==> config.mk <==
export PLATFORM = sky130hd
export DESIGN_NAME = ccr_regs
export DESIGN_NICKNAME = d
export VERILOG_FILES = /design/src/design/ccr_pkg.sv /design/src/design/ccr_pos_capture.sv /design/src/design/ccr_regs.sv /design/src/design/ccr_sync.sv
export SDC_FILE = /design/constraint.sdc
export NUM_CORES = 1
export LEC_CHECK = 0
export ABC_AREA = 1
export BUFFER_PORTS_ARGS = -buffer_cell sky130_fd_sc_hd__clkbuf_2
export CAP_MARGIN = 25
export CORE_ASPECT_RATIO = 0.9
export CORE_MARGIN = 2
export CORE_UTILIZATION = 52
export CTS_CLUSTER_SIZE = 40
export DETAILED_ROUTE_END_ITERATION = 8
export PLACE_DENSITY = 0.83
export RECOVER_POWER = 50
export SETUP_SLACK_MARGIN = 0.2
export SLEW_MARGIN = 40
export SYNTH_ARGS = -nofsm -noshare
export SYNTH_HDL_FRONTEND = slang
export SYNTH_SLANG_ARGS = --single-unit
==> constraint.sdc <==
create_clock -name clk_sys -period 1.8 [get_ports clk_sys]
set_clock_uncertainty 0.1 [all_clocks]
set_input_delay 0.54 -clock clk_sys [delete_from_list [all_inputs] [get_ports clk_sys]]
set_output_delay 0.54 -clock clk_sys [all_outputs]
set_load 0.02 [all_outputs]
==> src/design/ccr_pkg.sv <==
// constants for the clock and sysref control register bank
// Functional notes
// timestamp bit and timestamp enable both set put sysref on sample lsb
// sysref timestamp only inserted when the down-converter is bypassed (decimation one)
// polarity invert bit 0 set makes alignment use the inverted sysref
// bit 2 of clock control one selects dc-coupled pecl device clock receiver
// bit 1 of clock control one selects dc-coupled pecl sysref receiver
// bit 4 of clock control two selects high converter gain, one after reset
// bit 2 of clock control two enables supply noise suppression, zero after reset
// two-bit sample clock delay field is one-hot, resets to binary 01
// sysref position is a 24-bit read-only word, undefined until first capture; here it resets to zero and reads zero until then
// software picks delay select from position window, zero for automatic calibration
// window fine bit makes position and delay select steps smaller
// reserved bits reset to zero, keep written values, have no effect
package ccr_pkg;
    // register indices; byte address is four times the index
    localparam logic [5:0] IDX_CTL0 = 6'h29;
    localparam logic [5:0] IDX_CTL1 = 6'h2a;
    localparam logic [5:0] IDX_CTL2 = 6'h2b;
    localparam logic [5:0] IDX_POS  = 6'h2c;
    localparam logic [5:0] IDX_FSA  = 6'h30;
    localparam logic [5:0] IDX_TSC  = 6'h3f;
    localparam int         ADR_LSB  = 2;
    // reset values
    localparam logic [7:0]  RST_CTL0 = 8'h00;
    localparam logic [7:0]  RST_CTL1 = 8'h00;
    localparam logic [7:0]  RST_CTL2 = 8'h11;
    localparam logic [23:0] RST_POS  = 24'h00_0000;
    localparam logic [15:0] RST_FSA  = 16'ha000;
    localparam logic [7:0]  RST_TSC  = 8'h00;
    // clock control zero fields
    localparam int CTL0_SEL_LSB  = 0;
    localparam int CTL0_SEL_W    = 4;
    localparam int CTL0_FINE     = 4;
    localparam int CTL0_RECV     = 5;
    localparam int CTL0_PROC     = 6;
    // clock control one fields
    localparam int CTL1_INVERT   = 0;
    localparam int CTL1_SR_PECL  = 1;
    localparam int CTL1_DEV_PECL = 2;
    localparam int CTL1_TS_SR    = 3;
    // clock control two fields
    localparam int CTL2_DEL_LSB  = 0;
    localparam int CTL2_NOISE    = 2;
    localparam int CTL2_GAIN     = 4;
    // timestamp control fields
    localparam int TSC_TS_EN     = 0;
    localparam int TSC_BYPASS    = 1;
    // widths
    localparam int POS_W         = 24;
    localparam int SAMPLE_W      = 12;
endpackage

==> src/design/ccr_pos_capture.sv <==
// sysref edge position capture from the delay-line taps
`timescale 1ns/100ps
module ccr_pos_capture #(
    parameter int W = 24
) (
    // clock and reset
    input  wire logic         clk_sys,
    input  wire logic         rst_n,
    // control
    input  wire logic         arm,
    input  wire logic         fine,
    input  wire logic         sysref,
    // tap snapshots, already synchronised
    input  wire logic [W-1:0] taps_coarse,
    input  wire logic [W-1:0] taps_fine,
    // result
    output logic      [W-1:0] position,
    output logic              captured
);
    logic         sysref_prev;
    logic         next_sysref_prev;
    logic [W-1:0] next_position;
    logic         next_captured;

    always_comb begin
        next_sysref_prev = sysref;
        next_position    = position;
        next_captured    = 1'b0;
        if (arm && sysref && !sysref_prev) begin
            next_position = fine ? taps_fine : taps_coarse;
            next_captured = 1'b1;
        end
    end

    always_ff @(posedge clk_sys) begin
        if (!rst_n) begin
            sysref_prev <= 1'b0;
            position    <= '0;
            captured    <= 1'b0;
        end else begin
            sysref_prev <= next_sysref_prev;
            position    <= next_position;
            captured    <= next_captured;
        end
    end
endmodule

==> src/design/ccr_regs.sv <==
// clock and sysref control register bank with wishbone slave
`timescale 1ns/100ps
module ccr_regs #(
    parameter int SW = ccr_pkg::SAMPLE_W,
    parameter int PW = ccr_pkg::POS_W
) (
    // clock and reset
    input  wire logic          clk_sys,
    input  wire logic          rst_n,
    // wishbone slave
    input  wire logic          wb_cyc_i,
    input  wire logic          wb_stb_i,
    input  wire logic          wb_we_i,
    input  wire logic [7:0]    wb_adr_i,
    input  wire logic [3:0]    wb_sel_i,
    input  wire logic [31:0]   wb_dat_i,
    output logic      [31:0]   wb_dat_o,
    output logic               wb_ack_o,
    // sysref pin and delay-line taps, asynchronous
    input  wire logic          sysref_pin,
    input  wire logic [PW-1:0] taps_coarse_pin,
    input  wire logic [PW-1:0] taps_fine_pin,
    // sample stream, same clock
    input  wire logic [SW-1:0] sample_in,
    input  wire logic          sample_in_valid,
    output logic      [SW-1:0] sample_out,
    output logic               sample_out_valid,
    // analog front-end controls
    output logic               sysref_aligned,
    output logic               device_clock_dc_pecl_en,
    output logic               sysref_dc_pecl_en,
    output logic               clock_converter_gain_high,
    output logic               analog_supply_noise_suppress,
    output logic      [1:0]    sample_clock_delay_sel,
    output logic      [3:0]    sysref_delay_select,
    output logic               sysref_window_fine,
    output logic               sysref_auto_cal,
    output logic      [15:0]   fullscale_range_chan_a
);
    // registers
    logic [7:0]    clock_control_zero;
    logic [7:0]    clock_control_one;
    logic [7:0]    clock_control_two;
    logic [15:0]   fullscale_range;
    logic [7:0]    timestamp_control;
    logic [7:0]    next_ctl0;
    logic [7:0]    next_ctl1;
    logic [7:0]    next_ctl2;
    logic [15:0]   next_fsa;
    logic [7:0]    next_tsc;
    // bus
    logic          next_ack;
    logic [31:0]   next_dat;
    logic          bus_req;
    logic          bus_wr;
    logic [5:0]    idx;
    // sysref and sample path
    logic          sysref_sync;
    logic          next_sysref_aligned;
    logic [SW-1:0] next_sample_out;
    logic          next_sample_valid;
    logic          ts_active;
    logic [PW-1:0] taps_coarse;
    logic [PW-1:0] taps_fine;
    logic [PW-1:0] sysref_edge_position;
    logic          pos_captured;

    ccr_sync #(.W(1)) u_sync_sysref (
        .clk_sys (clk_sys),
        .rst_n   (rst_n),
        .din     (sysref_pin),
        .dout    (sysref_sync)
    );

    ccr_sync #(.W(2*PW)) u_sync_taps (
        .clk_sys (clk_sys),
        .rst_n   (rst_n),
        .din     ({taps_fine_pin, taps_coarse_pin}),
        .dout    ({taps_fine, taps_coarse})
    );

    ccr_pos_capture #(.W(PW)) u_pos (
        .clk_sys     (clk_sys),
        .rst_n       (rst_n),
        .arm         (clock_control_zero[ccr_pkg::CTL0_PROC]
                      & clock_control_zero[ccr_pkg::CTL0_RECV]),
        .fine        (clock_control_zero[ccr_pkg::CTL0_FINE]),
        .sysref      (sysref_aligned),
        .taps_coarse (taps_coarse),
        .taps_fine   (taps_fine),
        .position    (sysref_edge_position),
        .captured    (pos_captured)
    );

    // byte-lane merge for registers up to 16 bits
    function automatic logic [15:0] merge16(input logic [15:0] cur,
                                            input logic [31:0] wd,
                                            input logic [3:0]  sel);
        logic [15:0] r;
        r = cur;
        if (sel[0]) r[7:0]  = wd[7:0];
        if (sel[1]) r[15:8] = wd[15:8];
        return r;
    endfunction

    assign idx     = wb_adr_i[7:ccr_pkg::ADR_LSB];
    assign bus_req = wb_cyc_i && wb_stb_i && !wb_ack_o;
    assign bus_wr  = bus_req && wb_we_i;

    // register writes; reserved bits are stored like any other
    always_comb begin
        next_ctl0 = clock_control_zero;
        next_ctl1 = clock_control_one;
        next_ctl2 = clock_control_two;
        next_fsa  = fullscale_range;
        next_tsc  = timestamp_control;
        if (bus_wr) begin
            unique case (idx)
                ccr_pkg::IDX_CTL0: next_ctl0 = 8'(merge16({8'h00, clock_control_zero},
                                                          wb_dat_i, wb_sel_i));
                ccr_pkg::IDX_CTL1: next_ctl1 = 8'(merge16({8'h00, clock_control_one},
                                                          wb_dat_i, wb_sel_i));
                ccr_pkg::IDX_CTL2: next_ctl2 = 8'(merge16({8'h00, clock_control_two},
                                                          wb_dat_i, wb_sel_i));
                ccr_pkg::IDX_FSA:  next_fsa  = merge16(fullscale_range, wb_dat_i, wb_sel_i);
                ccr_pkg::IDX_TSC:  next_tsc  = 8'(merge16({8'h00, timestamp_control},
                                                          wb_dat_i, wb_sel_i));
                default: ;
            endcase
        end
    end

    // read data and acknowledge; unmapped reads return zero
    always_comb begin
        next_ack = bus_req;
        next_dat = 32'h0000_0000;
        if (bus_req && !wb_we_i) begin
            unique case (idx)
                ccr_pkg::IDX_CTL0: next_dat = {24'h00_0000, clock_control_zero};
                ccr_pkg::IDX_CTL1: next_dat = {24'h00_0000, clock_control_one};
                ccr_pkg::IDX_CTL2: next_dat = {24'h00_0000, clock_control_two};
                ccr_pkg::IDX_POS:  next_dat = {8'h00, sysref_edge_position};
                ccr_pkg::IDX_FSA:  next_dat = {16'h0000, fullscale_range};
                ccr_pkg::IDX_TSC:  next_dat = {24'h00_0000, timestamp_control};
                default:           next_dat = 32'h0000_0000;
            endcase
        end
    end

    always_ff @(posedge clk_sys) begin
        if (!rst_n) begin
            clock_control_zero <= ccr_pkg::RST_CTL0;
            clock_control_one  <= ccr_pkg::RST_CTL1;
            clock_control_two  <= ccr_pkg::RST_CTL2;
            fullscale_range    <= ccr_pkg::RST_FSA;
            timestamp_control  <= ccr_pkg::RST_TSC;
            wb_ack_o           <= 1'b0;
            wb_dat_o           <= 32'h0000_0000;
        end else begin
            clock_control_zero <= next_ctl0;
            clock_control_one  <= next_ctl1;
            clock_control_two  <= next_ctl2;
            fullscale_range    <= next_fsa;
            timestamp_control  <= next_tsc;
            wb_ack_o           <= next_ack;
            wb_dat_o           <= next_dat;
        end
    end

    // field outputs straight from register bits
    assign device_clock_dc_pecl_en      = clock_control_one[ccr_pkg::CTL1_DEV_PECL];
    assign sysref_dc_pecl_en            = clock_control_one[ccr_pkg::CTL1_SR_PECL];
    assign clock_converter_gain_high    = clock_control_two[ccr_pkg::CTL2_GAIN];
    assign analog_supply_noise_suppress = clock_control_two[ccr_pkg::CTL2_NOISE];
    assign sample_clock_delay_sel       = clock_control_two[ccr_pkg::CTL2_DEL_LSB +: 2];
    assign sysref_delay_select          = clock_control_zero[ccr_pkg::CTL0_SEL_LSB +:
                                                             ccr_pkg::CTL0_SEL_W];
    assign sysref_window_fine           = clock_control_zero[ccr_pkg::CTL0_FINE];
    assign fullscale_range_chan_a       = fullscale_range;

    assign ts_active = clock_control_one[ccr_pkg::CTL1_TS_SR]
                     & timestamp_control[ccr_pkg::TSC_TS_EN]
                     & timestamp_control[ccr_pkg::TSC_BYPASS];

    // sysref polarity and sample timestamp path
    always_comb begin
        next_sysref_aligned = sysref_sync ^ clock_control_one[ccr_pkg::CTL1_INVERT];
        next_sample_valid   = sample_in_valid;
        next_sample_out     = sample_in;
        if (ts_active) begin
            next_sample_out[0] = sysref_aligned;
        end
    end

    always_ff @(posedge clk_sys) begin
        if (!rst_n) begin
            sysref_aligned   <= 1'b0;
            sample_out       <= '0;
            sample_out_valid <= 1'b0;
            sysref_auto_cal  <= 1'b1;
        end else begin
            sysref_aligned   <= next_sysref_aligned;
            sample_out       <= next_sample_out;
            sample_out_valid <= next_sample_valid;
            sysref_auto_cal  <= (next_ctl0[ccr_pkg::CTL0_SEL_LSB +:
                                           ccr_pkg::CTL0_SEL_W] == 4'h0);
        end
    end
endmodule

==> src/design/ccr_sync.sv <==
// two-flop synchroniser for pin inputs
`timescale 1ns/100ps
module ccr_sync #(
    parameter int W = 1
) (
    // clock and reset
    input  wire logic         clk_sys,
    input  wire logic         rst_n,
    // async in, synced out
    input  wire logic [W-1:0] din,
    output logic      [W-1:0] dout
);
    logic [W-1:0] stage1;
    logic [W-1:0] next_stage1;
    logic [W-1:0] next_dout;

    always_comb begin
        next_stage1 = din;
        next_dout   = stage1;
    end

    always_ff @(posedge clk_sys) begin
        if (!rst_n) begin
            stage1 <= '0;
            dout   <= '0;
        end else begin
            stage1 <= next_stage1;
            dout   <= next_dout;
        end
    end
endmodule
==> out/results.ini <==
[yosys]
synth_area_leaders=dfxtp_1 58%, nand2_1 13%, inv_1 7.8%
synth_seq_cells=211
seq_area_frac_synth_pct=58.2
yosysWarnings=0
synthDistinctLibCells=27
synth_top_cell_by_area=dfxtp_1
syn_inst=917
yosysTopAreaCellShare_pct=58.2
synth_area_um2=7260
syn_area_per_cell_um2=7.92

[power]
leakagePower_nw=5.16
power_density_nw_per_um2=975
total_power_mw=9.66
ir_worst_vdd_uv=695

[sta]
period_share_pct=90.9
slew_viol_final=0
fin_crit_ns=1.64
worst_pin_slew_ns=0.749
fin_setup_tns_ns=0
relSlewSlack_pct=50.1
clock.fmax_mhz=611
rsz0062_at_grt=true
hold_slack_ns=0.130
finalHoldViolCount=0
setup_viol=0

[clock_network]
clock_latency_ns=0.48
postCtsHoldBufs=0
cts_buffers=21
clock_path_buffers=3
htreeDepth=1
cts-root-buf=clkbuf_16
path_clk_slew_ns=0.06
cts_tree=done
clock_sinks=211

[die]
fp.dieW_um=129
start_util_pct=53.8
ios=186
rows=40
die_area_um2=14900
core_area_um2=13500
die_h_um=116

[global_route]
grt_overflow=0
grt_max_degree=117
first_global_vias=5743
grt_pass1_wl_um=27600
grtUsageTotal_pct=23.1
met1_usage_pct=29.8
use_met3_pct=3.53
grt_use_met2_pct=40.1
grt.busiest_layer=met2
antenna_found_initial=0

[placement]
routabilityCongestion=0.890
hpwl_um=11000
io_buffers=157

[setup_path]
worstPathRequired_ns=1.16
path_depth=1
cp_cell_sequence=clkbuf_8
cpPeakStageDelay_ns=0.35
cpLargestDelayFamily=flip-flops
rr_worst_depth=8
worst_ep_arrival_time_ns=1.00
worst_setup_path_start_kind=register
timing.rr.end=fullscale_range_chan_a[0]
path_max_fanout=2
slowest_stage=dfxtp_1
crit_path_end_kind=primary output
timing.rr.start=wb_ack_o
crit_buf_inv=1
critPathKind=register to primary output
rrSetupSlack_ns=0.27

[routing]
vias=6321
drc_errors=0
wire_per_inst_um=14.3
ant_nets=0
wirelength_um=18500
dr.first_iter.drc_count=543
viasPerCell=4.88
drt_pass1_iterations=5

[job]
maxCapViolCount=0

[worst_hold_path]
hp-start=taps_fine_pin[19]
hold_class=input port to register
whs_path_depth=3
hold_end=u_sync_taps.next_dout[43]

[final_layout]
final_nets=1223
layout-drive-gt1-share_pct=28.0
areaGrowthSynthToFinish_pct=36.4
antenna_cells=0

[run_status]
outcome=finished clean

[synthesized netlist by cell type]
cell type / number
clkinv_1: 1
nand4_1: 3
nor2_1: 76
o22ai_1: 1
nand2_2: 1
conb_1: 1
o211ai_1: 2
o21bai_1: 1
a21oi_1: 35
nor2_4: 4
a22oi_1: 8
nand3_2: 1
buf_2: 2
clkbuf_1: 32
nor3_1: 1
inv_1: 151
xnor2_1: 1
nor3_4: 1
o21ai_0: 67
nand3_1: 11
dfxtp_1: 211
nor2_2: 2
buf_4: 17
nand2_4: 1
inv_2: 1
nand2_1: 261
a31oi_1: 24
[area by class of cell]
type / count / area (um^2)
sequential: 211 / 4300
fill: 944 / 3610
multi-input combinational: 509 / 2260
timing repair buffer: 216 / 1840
clock buffer: 30 / 619
inverter: 153 / 579
tap: 168 / 210
clock inverter: 7 / 88.8
[kinds of logic after synthesis]
group / count (synthesis) / synth area share, %
compound gates: 138 / 10.3
xor+xnor: 1 / 0.121
buf+inv: 204 / 11.5
flops: 211 / 58.2
other cells: 1 / 0.0516
simple gates: 362 / 19.9
[worst max-delay path by stage]
| stage | endpoint | slack [ns] | from |
|---|---|---|---|
| CTS | fullscale_range_chan_a[10] | 0.17 | fullscale_range_chan_a[10] |
| floorplan | clock_control_one[5] | 0.20 | wb_adr_i[6] |
| global route | fullscale_range_chan_a[0] | 0.13 | wb_ack_o |
| global placement | wb_dat_o[7] | -0.02 | wb_adr_i[6] |
| finish | sysref_window_fine | 0.16 | clock_control_zero[4] |
| detailed placement | wb_dat_o[7] | -0.06 | wb_adr_i[6] |
[power by group]
part	leakage (nW)	switching [mW]	internal [mW]	total [mW]
combinational	3.06	0.263	0.179	0.442
clock	0.354	1.71	2.68	4.39
sequential	1.75	0.0359	4.79	4.82
[flip-flops by register name, indices dropped and copies added (netlist names)]
| signal | flops |
|---|---|
| sample_out | 12 |
| u_sync_sysref.next_dout | 1 |
| sample_out_valid | 1 |
| clock_control_one | 8 |
| clock_control_zero | 8 |
| u_sync_taps.next_dout | 48 |
| wb_dat_o | 24 |
| timestamp_control | 8 |
| sysref_auto_cal | 1 |
| wb_ack_o | 1 |
| u_pos.position | 24 |
| sysref_aligned | 1 |
| u_pos.sysref_prev | 1 |
| clock_control_two | 8 |
| fullscale_range_chan_a | 16 |
| u_sync_sysref.dout | 1 |
| u_sync_taps.dout | 48 |
[cells in the final DEF, fill, tap and decap left out, types with 2 or more instances in the layout]
cell type  instances
dfxtp_4            5
o21ai_0           66
bufinv_16          2
buf_8             43
nand3_1           10
a22oi_1            8
clkbuf_16         21
clkbuf_2          90
conb_1             8
o211ai_1           2
a21oi_1           35
buf_6              4
dfxtp_2           46
inv_1            149
a31oi_1           24
nor2_2             2
nor2_1            74
inv_2              2
nand2_1          261
nor2_4             6
nand4_1            3
buf_12             5
clkbuf_8          16
dfxtp_1          160
buf_4             59
clkinv_2           5
clkbuf_1           7
[layer usage]
layer / up-vias / part of all wire, %
met5: - / 0
met4: 0 / 3.5
met3: 62 / 7.2
met2: 291 / 47
met1: 2819 / 42
li1: 3149 / -
[tightest hold or removal path: stages]
cell	delay, ns
clkbuf_2	0.07
nand2_1	0.04
inv_1	0.04
[timing repair]
action | 4_1_cts | 5_1_grt
endpoints found under the setup margin | 58 | 94
setup buffers | 24 | 7
cloned | 0 | 1
resized for setup | 152 | 93
pin swaps | 0 | 3
[through the flow]
| step | setup WS (ns) | std cells | cell area, um^2 | utilization, % |
|---|---|---|---|---|
| finish | 0.164 | 1294 | 9900 | 73.3 |
| global route | 0.128 | 1294 | 9900 | 73.3 |
| CTS | 0.166 | 1286 | 9720 | 71.9 |
| detailed placement | -0.0612 | 1225 | 8300 | 61.4 |
| global placement | -0.0245 | 1225 | 8300 | 61.4 |
| floorplan | 0.201 | 924 | 7290 | - |
(Power assumes the default switching activity.)
